File: src/timed_port_pkg.sv
`default_nettype none
package timed_port_pkg;
	localparam int NUM_CB   = 6;
	localparam int XFER_W   = 32;
	localparam int CNT_W    = 16;
	localparam int CB_DIV_W = 8;
	localparam int CLK_HZ   = 25_000_000;

	localparam logic [7:0] A_CTRL  = 8'h00;
	localparam logic [7:0] A_DATA  = 8'h04;
	localparam logic [7:0] A_COND  = 8'h08;
	localparam logic [7:0] A_TIME  = 8'h0c;
	localparam logic [7:0] A_COUNT = 8'h10;
	localparam logic [7:0] A_STAMP = 8'h14;
	localparam logic [7:0] A_ISTAT = 8'h18;
	localparam logic [7:0] A_ICLR  = 8'h1c;
	localparam logic [7:0] A_IEN   = 8'h20;
	localparam logic [7:0] A_CB1   = 8'h24;

	localparam int C_EN    = 0;
	localparam int C_DIR   = 1;
	localparam int C_OD    = 2;
	localparam int C_CEN   = 3;
	localparam int C_CNEQ  = 4;
	localparam int C_TIMED = 5;
	localparam int C_SIN   = 6;
	localparam int C_SOUT  = 7;
	localparam int C_CSEL  = 8;
	localparam int CSEL_W  = 3;
	localparam int CB_SRC  = 8;

	localparam int EV_XFER = 0;
	localparam int EV_COND = 1;
	localparam int EV_LOST = 2;
	localparam int EV_W    = 3;

	localparam logic [CSEL_W-1:0]   CLK_SEL_RST = 3'h0;
	localparam logic [CB_DIV_W-1:0] CB0_DIV     = 8'h00;
endpackage
`default_nettype wire

File: src/clk_block.sv
`timescale 1ns/1ps
`default_nettype none
module clk_block #(
	parameter int DIV_W = 8
) (
	input  wire logic             pclk,
	input  wire logic             presetn,
	input  wire logic             src_pin_sel,
	input  wire logic [DIV_W-1:0] div,
	input  wire logic             ext_clk,
	output logic                  tick
);
	if (DIV_W < 1)
	begin : g_bad_div
		$error("clk_block: DIV_W must be at least 1");
	end

	typedef struct packed {
		logic             prev;
		logic [DIV_W-1:0] cnt;
		logic             tick;
	} cb_state_s;

	cb_state_s s_r;
	cb_state_s s_n;
	logic      src_edge;

	always_comb
	begin
		s_n = s_r;
		s_n.prev = ext_clk;
		// Reference source advances on every pclk edge
		src_edge = src_pin_sel ? (ext_clk & ~s_r.prev) : 1'b1;
		s_n.tick = 1'b0;
		if (src_edge)
		begin
			if (s_r.cnt >= div)
			begin
				s_n.cnt = '0;
				s_n.tick = 1'b1;
			end
			else
			begin
				s_n.cnt = s_r.cnt + 1'b1;
			end
		end
	end

	always_ff @(posedge pclk or negedge presetn)
	begin
		if (!presetn)
			s_r <= '0;
		else
			s_r <= s_n;
	end

	assign tick = s_r.tick;
endmodule
`default_nettype wire

File: src/timed_port.sv
// Operation
// - Port width 1/4/8/16/32, single direction
// - Drive pins or sample, optional condition wait
// - Open drain: zero pulls low, one floats
// - Data passes shift stage and transfer register
// - 16-bit counter schedules timed transfers
// - Counter stamped on transfer, live readable
// - Each register access completes in one cycle
// - Enabled link takes pins from port
// - Narrower port owns shared pins, rest usable
// - Six clock blocks, block 0 reference
// - Clock block sources 1-bit pin, divides
// - Input strobe qualifies, output strobe accompanies data
// - Reset attaches port to clock block 0
// - Unused pins get weak pull-down
//
// Decided for this implementation: the register addresses and the APB interface to the registers.
`timescale 1ns/1ps
`default_nettype none
module timed_port #(
	parameter int WIDTH = 4
) (
	input  wire logic             pclk,
	input  wire logic             presetn,
	input  wire logic             psel,
	input  wire logic             penable,
	input  wire logic             pwrite,
	input  wire logic [7:0]       paddr,
	input  wire logic [31:0]      pwdata,
	output logic      [31:0]      prdata,
	output logic                  pready,
	output logic                  pslverr,
	input  wire logic [WIDTH-1:0] pin_in,
	output logic      [WIDTH-1:0] pin_out,
	output logic      [WIDTH-1:0] pin_oe_n,
	output logic      [WIDTH-1:0] pull_dn,
	input  wire logic             strobe_in,
	output logic                  strobe_out,
	input  wire logic             clk_src_pin,
	input  wire logic             link_en,
	input  wire logic [WIDTH-1:0] narrow_claim,
	output logic                  irq
);
	localparam int NCB = timed_port_pkg::NUM_CB;
	localparam int XW  = timed_port_pkg::XFER_W;
	localparam int DW  = timed_port_pkg::CB_DIV_W;
	localparam logic [5:0] LAST = 6'(XW / WIDTH - 1);

	if (!(WIDTH == 1 || WIDTH == 4 || WIDTH == 8 || WIDTH == 16 || WIDTH == 32))
	begin : g_bad_width
		$error("timed_port: WIDTH must be 1, 4, 8, 16 or 32");
	end

	typedef struct packed {
		logic                                  en;
		logic                                  dir_out;
		logic                                  od;
		logic                                  cond_en;
		logic                                  cond_neq;
		logic                                  timed;
		logic                                  stb_in_en;
		logic                                  stb_out_en;
		logic [timed_port_pkg::CSEL_W-1:0]     clk_sel;
		logic [NCB-1:1][DW:0]                  cb_cfg;
		logic [XW-1:0]                         tr;
		logic [XW-1:0]                         sh;
		logic [XW-1:0]                         cond;
		logic                                  tr_full;
		logic [5:0]                            cnt;
		logic [timed_port_pkg::CNT_W-1:0]      count;
		logic [timed_port_pkg::CNT_W-1:0]      stamp;
		logic [timed_port_pkg::CNT_W-1:0]      time_at;
		logic [timed_port_pkg::EV_W-1:0]       ist;
		logic [timed_port_pkg::EV_W-1:0]       ien;
		logic [WIDTH-1:0]                      drv;
		logic [WIDTH-1:0]                      pin_out;
		logic [WIDTH-1:0]                      pin_oe_n;
		logic [WIDTH-1:0]                      pull_dn;
		logic                                  strobe_out;
		logic                                  irq;
		logic                                  pready;
		logic                                  pslverr;
		logic [31:0]                           prdata;
	} state_s;

	// Pins float with pull-down until software claims them
	localparam state_s ST_RST = '{pin_oe_n: '1, pull_dn: '1,
		clk_sel: timed_port_pkg::CLK_SEL_RST, default: '0};

	state_s                              s_r;
	state_s                              s_n;
	logic   [NCB-1:0]                    cb_tick;
	logic   [NCB-1:0]                    cb_src;
	logic   [NCB-1:0][DW-1:0]            cb_div;
	logic                                setup;
	logic                                wr;
	logic                                rd;
	logic                                tick;
	logic                                match;
	logic                                time_ok;
	logic                                take;
	logic   [XW-1:0]                     pins_ext;
	logic   [timed_port_pkg::EV_W-1:0]   ev;
	logic   [timed_port_pkg::EV_W-1:0]   iclr;
	logic   [WIDTH-1:0]                  own;
	logic   [31:0]                       rdata;
	logic                                hit;

	for (genvar k = 0; k < NCB; k++)
	begin : g_cb
		if (k == 0)
		begin : g_ref
			assign cb_src[k] = 1'b0;
			assign cb_div[k] = timed_port_pkg::CB0_DIV;
		end
		else
		begin : g_prog
			assign cb_src[k] = s_r.cb_cfg[k][timed_port_pkg::CB_SRC];
			assign cb_div[k] = s_r.cb_cfg[k][DW-1:0];
		end
		clk_block #(
			.DIV_W(DW)
		) u_cb (
			.pclk       (pclk),
			.presetn    (presetn),
			.src_pin_sel(cb_src[k]),
			.div        (cb_div[k]),
			.ext_clk    (clk_src_pin),
			.tick       (cb_tick[k])
		);
	end

	always_comb
	begin
		s_n = s_r;
		setup = psel & ~penable;
		wr = psel & penable & s_r.pready & pwrite;
		rd = psel & penable & s_r.pready & ~pwrite;
		tick = (32'(s_r.clk_sel) < NCB) ? cb_tick[s_r.clk_sel] : cb_tick[0];
		pins_ext = 32'(pin_in);
		ev = '0;
		iclr = '0;
		match = s_r.cond_neq ? (pin_in != s_r.cond[WIDTH-1:0])
			: (pin_in == s_r.cond[WIDTH-1:0]);
		time_ok = ~s_r.timed | (s_r.count == s_r.time_at);
		take = ~s_r.stb_in_en | strobe_in;

		// A software read of the input word clears tr_full before a same-cycle refill checks it
		if (rd && paddr == timed_port_pkg::A_DATA && !s_r.dir_out)
			s_n.tr_full = 1'b0;

		s_n.strobe_out = 1'b0;
		if (s_r.en && tick)
		begin
			s_n.count = s_r.count + 1'b1;
			if (s_r.dir_out)
			begin
				if (s_r.cnt != 6'h0)
				begin
					s_n.drv = s_r.sh[WIDTH-1:0];
					s_n.sh = s_r.sh >> WIDTH;
					s_n.cnt = s_r.cnt - 6'h1;
					s_n.strobe_out = s_r.stb_out_en;
				end
				else if (s_r.tr_full && time_ok)
				begin
					s_n.drv = s_r.tr[WIDTH-1:0];
					s_n.sh = s_r.tr >> WIDTH;
					s_n.cnt = LAST;
					s_n.tr_full = 1'b0;
					s_n.stamp = s_r.count;
					ev[timed_port_pkg::EV_XFER] = 1'b1;
					s_n.strobe_out = s_r.stb_out_en;
				end
			end
			else if (take && (s_r.cnt != 6'h0 || ((~s_r.cond_en | match) && time_ok)))
			begin
				s_n.sh = (s_r.sh >> WIDTH) | (pins_ext << (XW - WIDTH));
				if (s_r.cnt == 6'h0 && s_r.cond_en)
					ev[timed_port_pkg::EV_COND] = 1'b1;
				if (s_r.cnt == LAST)
				begin
					// Unread word is overwritten; flagged as lost
					if (s_n.tr_full)
						ev[timed_port_pkg::EV_LOST] = 1'b1;
					s_n.tr = s_n.sh;
					s_n.tr_full = 1'b1;
					s_n.cnt = 6'h0;
					s_n.stamp = s_r.count;
					ev[timed_port_pkg::EV_XFER] = 1'b1;
				end
				else
				begin
					s_n.cnt = s_r.cnt + 6'h1;
				end
			end
		end

		if (wr)
		begin
			case (paddr)
				timed_port_pkg::A_CTRL:
				begin
					s_n.en = pwdata[timed_port_pkg::C_EN];
					s_n.dir_out = pwdata[timed_port_pkg::C_DIR];
					s_n.od = pwdata[timed_port_pkg::C_OD];
					s_n.cond_en = pwdata[timed_port_pkg::C_CEN];
					s_n.cond_neq = pwdata[timed_port_pkg::C_CNEQ];
					s_n.timed = pwdata[timed_port_pkg::C_TIMED];
					s_n.stb_in_en = pwdata[timed_port_pkg::C_SIN];
					s_n.stb_out_en = pwdata[timed_port_pkg::C_SOUT];
					if (32'(pwdata[timed_port_pkg::C_CSEL +: timed_port_pkg::CSEL_W]) < NCB)
						s_n.clk_sel = pwdata[timed_port_pkg::C_CSEL +: timed_port_pkg::CSEL_W];
					// Half-shifted word would mix directions
					s_n.cnt = 6'h0;
				end
				timed_port_pkg::A_DATA:
				begin
					if (s_r.dir_out)
					begin
						if (s_n.tr_full)
							ev[timed_port_pkg::EV_LOST] = 1'b1;
						s_n.tr = pwdata;
						s_n.tr_full = 1'b1;
					end
				end
				timed_port_pkg::A_COND: s_n.cond = pwdata;
				timed_port_pkg::A_TIME: s_n.time_at = pwdata[timed_port_pkg::CNT_W-1:0];
				timed_port_pkg::A_ICLR: iclr = pwdata[timed_port_pkg::EV_W-1:0];
				timed_port_pkg::A_IEN: s_n.ien = pwdata[timed_port_pkg::EV_W-1:0];
				default:
				begin
					for (int k = 1; k < NCB; k++)
					begin
						if (paddr == timed_port_pkg::A_CB1 + 8'(4 * (k - 1)))
							s_n.cb_cfg[k] = pwdata[DW:0];
					end
				end
			endcase
		end

		// Set beats clear in the same cycle
		s_n.ist = (s_r.ist & ~iclr) | ev;
		s_n.irq = |(s_n.ist & s_n.ien);

		// Read data is latched in setup so access ends in its first cycle
		rdata = '0;
		hit = 1'b1;
		case (paddr)
			timed_port_pkg::A_CTRL:
			begin
				rdata[timed_port_pkg::C_EN] = s_r.en;
				rdata[timed_port_pkg::C_DIR] = s_r.dir_out;
				rdata[timed_port_pkg::C_OD] = s_r.od;
				rdata[timed_port_pkg::C_CEN] = s_r.cond_en;
				rdata[timed_port_pkg::C_CNEQ] = s_r.cond_neq;
				rdata[timed_port_pkg::C_TIMED] = s_r.timed;
				rdata[timed_port_pkg::C_SIN] = s_r.stb_in_en;
				rdata[timed_port_pkg::C_SOUT] = s_r.stb_out_en;
				rdata[timed_port_pkg::C_CSEL +: timed_port_pkg::CSEL_W] = s_r.clk_sel;
			end
			timed_port_pkg::A_DATA: rdata = s_r.tr;
			timed_port_pkg::A_COND: rdata = s_r.cond;
			timed_port_pkg::A_TIME: rdata = 32'(s_r.time_at);
			timed_port_pkg::A_COUNT: rdata = 32'(s_r.count);
			timed_port_pkg::A_STAMP: rdata = 32'(s_r.stamp);
			timed_port_pkg::A_ISTAT: rdata = 32'(s_r.ist);
			timed_port_pkg::A_ICLR: rdata = '0;
			timed_port_pkg::A_IEN: rdata = 32'(s_r.ien);
			default:
			begin
				hit = 1'b0;
				for (int k = 1; k < NCB; k++)
				begin
					if (paddr == timed_port_pkg::A_CB1 + 8'(4 * (k - 1)))
					begin
						rdata = 32'(s_r.cb_cfg[k]);
						hit = 1'b1;
					end
				end
			end
		endcase
		s_n.pready = setup;
		s_n.pslverr = setup & ~hit;
		if (setup)
			s_n.prdata = hit ? rdata : '0;

		own = {WIDTH{s_n.en & ~link_en}} & ~narrow_claim;
		s_n.pin_out = s_n.od ? '0 : s_n.drv;
		s_n.pin_oe_n = ~(own & {WIDTH{s_n.dir_out}} & (s_n.od ? ~s_n.drv : '1));
		s_n.pull_dn = ~own;
	end

	always_ff @(posedge pclk or negedge presetn)
	begin
		if (!presetn)
			s_r <= ST_RST;
		else
			s_r <= s_n;
	end

	assign prdata = s_r.prdata;
	assign pready = s_r.pready;
	assign pslverr = s_r.pslverr;
	assign pin_out = s_r.pin_out;
	assign pin_oe_n = s_r.pin_oe_n;
	assign pull_dn = s_r.pull_dn;
	assign strobe_out = s_r.strobe_out;
	assign irq = s_r.irq;
endmodule
`default_nettype wire

File: config.mk
export PLATFORM = sky130hd
export DESIGN_NAME = timed_port
export DESIGN_NICKNAME = d
export VERILOG_FILES = /design/src/timed_port_pkg.sv /design/src/clk_block.sv /design/src/timed_port.sv
export SDC_FILE = /design/constraint.sdc
export NUM_CORES = 1
export LEC_CHECK = 0
export ABC_CLOCK_PERIOD_IN_PS = 2700
export BUFFER_PORTS_ARGS = -buffer_cell sky130_fd_sc_hd__clkbuf_2
export CAP_MARGIN = 0
export CORE_ASPECT_RATIO = 1.2
export CORE_MARGIN = 2
export CORE_UTILIZATION = 62
export DETAILED_ROUTE_END_ITERATION = 8
export PLACE_DENSITY = 0.79
export SETUP_SLACK_MARGIN = 0.3
export SLEW_MARGIN = 20
export SYNTH_ARGS = -nofsm -noshare
export SYNTH_HDL_FRONTEND = slang
export SYNTH_HIERARCHICAL = 1
export SYNTH_SLANG_ARGS = --single-unit
File: constraint.sdc
create_clock -name pclk -period 2.7 [get_ports pclk]
set_input_delay 0.27 -clock pclk [delete_from_list [all_inputs] [get_ports pclk]]
set_output_delay 0.27 -clock pclk [all_outputs]
set_load 0.01 [all_outputs]
==> results of run 1 <==
==> where the power goes <==
part	switching (mW)	leakage, nW	internal, mW
clock	1.98	0.594	3.08
sequential	0.130	4.42	4.98
combinational	0.495	4.35	0.365
total	2.61	9.36	8.42
==> how the worst min path moves through the flow <==
stage | end | slack, ns | depth (start not counted)
2_1_floorplan | cb_div[10] | -0.03 | 0
3_5_place_dp | prdata[29] | 0.26 | 1
5_1_grt | s_r[143] | 0.01 | 2
6_report | s_r[138] | 0.01 | 2
4_1_cts | s_r[138] | 0.002 | 2
3_3_place_gp | prdata[28] | 0.26 | 1
==> layout by cell type, fill, tap and decap left out, types with 19 or more instances in the layout <==
| master | n |
|---|---|
| nor3_1 | 22 |
| o21ai_0 | 69 |
| buf_4 | 76 |
| o21a_1 | 21 |
| nand2_1 | 180 |
| a21oi_1 | 93 |
| ha_1 | 58 |
| xnor2_1 | 23 |
| inv_1 | 92 |
| a22oi_1 | 47 |
| or3_1 | 19 |
| a21o_1 | 35 |
| clkbuf_2 | 102 |
| a31oi_1 | 35 |
| mux2_2 | 118 |
| dfrtp_1 | 309 |
| clkbuf_16 | 40 |
| nor2_1 | 97 |
| nand3_1 | 33 |
| mux2i_1 | 76 |
==> worst max-delay path, stage by stage, from the launching register on <==
cell,delay [ns]
dfrtp_1,0.42
xnor2_2,0.21
nand4_1,0.19
buf_4,0.20
o41ai_4,0.32
buf_4,0.19
a21oi_4,0.09
o2bb2ai_4,0.23
buf_12,0.17
mux2_1,0.33
==> per-layer routing <==
metal  track usage (%)  routed length (um)  vias up
met2              53.8               24000      575
met1              38.2               17700     6801
met3              5.38                3110      150
met5                 0                   0        -
met4              14.3                2220        0
li1                  -                   -     6254
==> cells by family (layout without fill, tap and decap cells) <==
kind of cell	after synthesis	in the layout	share of synthesized area [%]
AND/OR/NAND/NOR	441	441	12.7
AO/OA/AOI/OAI	392	392	16.0
flip-flops	325	325	46.2
buffers and inverters	231	372	6.66
multiplexers	200	200	12.4
adder cells (fa/ha/maj)	58	58	4.12
XOR/XNOR	38	38	1.89
other	1	10	0.0213
==> flip-flops by register name, summed over array words and instances (netlist names) <==
register,count
cb_div,40
cb_src,5
g_cb.u_cb/s_r,54
g_cb.u_cb/tick,6
irq,1
pin_oe_n,4
pin_out,4
prdata,32
pready,1
pslverr,1
pull_dn,4
s_r,172
strobe_out,1
==> cell type report <==
cell class	count	share of cell area [%]
multi-input cells	1139	42.1
flip-flops and latches	325	39.9
repair buffers	214	7.91
clock buffers	50	5.12
well taps	379	2.32
inverters	96	1.77
clock inverters	12	0.828
==> stage by stage <==
stage	std cells	hold WS [ns]	total power [mW]	cell area [um2]
floorplan	1695	-0.0256	5.68	17700
detailed placement	2106	0.259	6.01	18500
CTS	2196	0.00160	11.1	20100
finish	2215	0.0117	11.0	20400
global route	2215	0.00990	11.4	20400
global placement	2106	0.257	5.96	18500
==> repair_timing <==
action                     CTS  global route
buffers inserted            12            15
resized for setup           19            33
hold buffers                16             0
pin swaps                    9            11
gates cloned                 0             4
setup endpoints to repair   60            73
hold endpoints to repair    70             0
==> reports/metrics.yaml, run 1 <==
first_global_vias: 13700
async_reset_ff_share_pct: 100
rows: 67
netlist_top_cells_count: "dfrtp_1 (317), nand2_1 (181), mux2_2 (120), nor2_1 (101)"
min_from: "pwdata[25]"
start_kind: "flop"
die-width_um: 158
report.final.slew_viol_count: 0
final_nets: 1924
clock_sinks: 325
avgSynthCellArea_um2: 10.4
grtUsageTotal_pct: 31.3
dp_slack_ns: 0.126
grt_max_degree: 68
worstPathArrival_ns: 2.88
clk_pin_slew_ns: 0.06
endpoint: "s_r[172]"
wl_um: 47100
cts_buffers: 34
io_pins: 104
routed_via_density: 6.22
ys_ff_latch: 325
period_share_pct: 91.8
synth_cell_types: 84
synth_edf_count: 0
core_area_mm2: 0.0279
path_max_fanout: 6
cts-htree-levels: 2
worst_slew_margin_rel_pct: 51.3
p_leak_nw: 9.36
cts_root_buffer: "clkbuf_16"
rsz0062_at_grt: "yes"
r2r.worst_path.cells: 9
crit_path_start: "s_r[70]"
r2r_slack_ns: 0.22
overflow: 0
gp_congestion: 0.913
ys_warn_count: 6
drv_cap: 0
synthesis.area_mm2: 0.0176
setup_violations: 0
route.detailed.drc: 0
critical_path_class: "reg -> reg"
fin_util_pct: 73.1
wl_per_cell_um: 21.3
status: "finished clean"
hp-class: "in -> reg"
cp.required_ns: 3.10
cp-end-kind: "flop"
hpwl_um: 32100
worst_slew_pin_slew_ns: 0.731
peakVddDrop_mv: 0.485
antenna_found_initial: 1
detail-route-antenna-nets: 0
fill_cells: 1934
final_hold_viol_count: 0
synthTopCellsByArea: "dfrtp_1 (45%), mux2_2 (7.7%), mux2i_1 (4.4%), ha_1 (4.1%), nand2_1 (3.9%)"
multi_input_area_mm2: 0.00859
seq_area_mm2: 0.00815
clockBufferDepth: 3
syn2layout_area_growth_pct: 15.9
start_util_pct: 63.1
die-area_mm2: 0.0298
drive_gt1_share_pct: 25.6
layout_min_cycle_time_ns: 2.48
port_buffers: 103
drt_iter0_drc: 1364
r2r_start: "s_r[70]"
power.density_mw_per_mm2: 540
vias: 13800
clk_latency_ns: 0.52
die_height_um: 189
grt_first_pass_wirelength_um: 73200
yosysTopAreaCell: "dfrtp_1"
drt-pass1-iter-count: 6
r2r_end: "s_r[172]"
synth_ff_type: "dfrtp_1"
yosysTopAreaCellShare_pct: 45.0
antenna_cells: 0
cts_tree: "built"
clock.fmax_mhz: 404
ys_seq_area_share_pct: 46.2
fin_tns_setup_ns: 0
synth_cells: 1686
synthMostInstantiatedCell: "dfrtp_1"
setup_ws_ns: 0.222
fin_skew_ns: 0.0142
(Power assumes the default switching activity.)
==> run 2, diff against run 1 <==
==> constraint.sdc (replaced) <==
create_clock -name pclk -period 2.7 [get_ports pclk]
set_input_delay 0.135 -clock pclk [delete_from_list [all_inputs] [get_ports pclk]]
set_output_delay 0.135 -clock pclk [all_outputs]
set_load 0.01 [all_outputs]
==> run 2 against run 1 <==
Register-to-register slack better by 0.07 ns; combinational power hardly changed; critical path depth is 2 lower; power is 5.1% lower; clock power is 11% lower; utilization is 0.84 points lower; sequential power hardly changed; critical endpoint is now s_r[82].
==> reports/metrics.yaml, run 2 (synthesized netlist as in run 1, its figures left out) <==
rows: 67  # unchanged
port_buffers: 103  # unchanged
layout_min_cycle_time_ns: 2.41  # was 2.48 ns
fin_area_mm2: 0.0202  # was 0.0204 mm2
final_hold_viol_count: 0  # unchanged
routed_via_density: 6.22  # about the same
largest_reg_flops: 172  # unchanged
detail-route-antenna-nets: 0  # unchanged
clock.fmax_mhz: 415  # was 404 MHz
grtUsageTotal_pct: 31.5  # was 31.3%
core_area_mm2: 0.0279  # unchanged
drt_iter0_drc: 1254  # was 1364
drive_gt1_share_pct: 23.6  # was 25.6%
hpwl_um: 31300  # was 32100 um
die-area_mm2: 0.0298  # unchanged
die-width_um: 158  # unchanged
regMostFlops: "s_r"  # unchanged
antenna_found_initial: 0  # was 1
grt_max_degree: 95  # was 68
p_comb_share_pct: 8.2  # was 7.8%
cts_root_buffer: "clkbuf_16"  # unchanged
clockPowerShare_pct: 43.0  # was 45.9%
grt_first_pass_wirelength_um: 73900  # was 73200 um
gp_congestion: 0.909  # was 0.913
holdWs_ns: 0.0483  # was 0.0117 ns
period_share_pct: 89.2  # was 91.8%
power.density_mw_per_mm2: 519  # was 540 mW/mm2
die_height_um: 189  # unchanged
p_switching_mw: 2.52  # was 2.61 mW
cts_tree: "built"  # unchanged
min_from: "pwdata[5]"  # was pwdata[25]
worst_slew_pin_slew_ns: 0.935  # was 0.731 ns
dpl-instance-area_mm2: 0.0184  # was 0.0185 mm2
vias: 13700  # was 13800
p_sw_share_pct: 24.1  # was 23.7%
hp-class: "in -> reg"  # unchanged
peakVddDrop_mv: 0.591  # was 0.485 mV
syn2layout_area_growth_pct: 14.5  # was 15.9%
report.final.slew_viol_count: 0  # unchanged
fin_skew_ns: 0.0200  # was 0.0142 ns
clock_sinks: 325  # unchanged
worstPathArrival_ns: 2.80  # was 2.88 ns
setup_violations: 0  # unchanged
rsz0062_at_grt: "yes"  # unchanged
p_int_mw: 7.94  # was 8.42 mW
path_max_fanout: 8  # was 6
clk_pin_slew_ns: 0.06  # about the same
clockBufferDepth: 3  # unchanged
cp-end-kind: "flop"  # unchanged
cts-htree-levels: 2  # unchanged
r2r_slack_ns: 0.29  # was 0.22 ns
cts_buffers: 35  # was 34
cp.required_ns: 3.09  # was 3.10 ns
route.detailed.drc: 0  # unchanged
final_cell_mix: "dfrtp_1 (308), nand2_1 (181), mux2_2 (112), clkbuf_2 (102), nor2_1 (96)"  # was dfrtp_1 (309), nand2_1 (180), mux2_2 (118), clkbuf_2 (102), nor2_1 (97)
drv_cap: 0  # unchanged
critical_path_class: "reg -> reg"  # unchanged
first_global_vias: 13900  # was 13700
wl_per_cell_um: 21.1  # was 21.3 um
final_nets: 1921  # was 1924
wl_um: 46500  # was 47100 um
start_util_pct: 63.1  # unchanged
fin_tns_setup_ns: 0  # unchanged
seq_area_mm2: 0.00815  # about the same
drt-pass1-iter-count: 8  # was 6
r2r_start: "s_r[90]"  # was s_r[70]
fill_cells: 1926  # was 1934
final_common_cell: "dfrtp_1"  # unchanged
multi_input_area_mm2: 0.00856  # was 0.00859 mm2
worst_slew_margin_rel_pct: 37.6  # was 51.3%
start_kind: "flop"  # unchanged
status: "finished clean"  # unchanged
crit_path_start: "s_r[90]"  # was s_r[70]
p_leak_nw: 9.19  # was 9.36 nW
clk_latency_ns: 0.52  # about the same
report.power.total_mw: 10.5  # was 11.0 mW
overflow: 0  # unchanged
io_pins: 104  # unchanged
seq_power_share_pct: 48.8  # was 46.3%
antenna_cells: 0  # unchanged
==> run 2: changes by cell type in the layout (fill, tap and decap cells not counted), sizes merged <==
cell / delta
clkinv: -4
dlygate4sd3: +22
buf: -24
clkbuf: +5
clkinvlp: -2
inv: +1
bufinv: -4
==> run 2: path summary, 6_finish.rpt <==
kind	to	depth (start not counted)
max	s_r[82]	7
max in group asynchronous	s_r[101]	3
min in group asynchronous	prdata[28]	2
min	s_r[182]	3
min reg2reg	prdata[14]	1
max reg2reg	s_r[82]	7
==> run 2: power groups by stage <==
stage	sequential, mW	combinational, mW	clock, mW
floorplan	5.15	0.533	0
global placement	5.18	0.782	0
detailed placement	5.19	0.808	0
CTS	5.10	0.857	4.54
global route	5.12	0.960	4.75
finish	5.10	0.860	4.50
==> run 2: layout make-up <==
| type | count | area share (%) |
|---|---|---|
| Multi-Input combinational cell | 1139 | 42.4 |
| Sequential cell | 325 | 40.4 |
| Timing Repair Buffer | 210 | 7.81 |
| Clock buffer | 57 | 5.10 |
| Tap cell | 379 | 2.35 |
| Inverter | 96 | 1.79 |
| Clock inverter | 3 | 0.0930 |
==> run 2: per-layer routing <==
metal	global-route usage, %	wire (um)
met3	4.23	2720
met4	15.2	2240
met2	54.0	23500
met1	39.1	18100
met5	0	0
==> run 2: per-stage QoR <==
stage	util (%)	std cells	setup slack (ns)
finish	72.3	2209	0.293
CTS	71.3	2196	0.292
global placement	65.7	2092	0.116
floorplan	-	1695	0.329
detailed placement	65.7	2092	0.0594
global route	72.3	2209	0.221
==> run 2: worst max-delay path: stages (launching register included) <==
cell	delay, ns
dfrtp_2	0.46
xnor2_1	0.17
nand4_1	0.25
o41a_1	0.54
o21ai_2	0.17
and2_4	0.20
buf_12	0.14
mux2_2	0.34
==> run 2: what timing repair did <==
action	4_1_cts	5_1_grt
endpoints found under the hold margin	124	0
pin swaps	3	13
buffers inserted	6	12
gates resized for setup	12	37
hold buffers	38	0
cloned	0	1
setup endpoints to repair	65	107
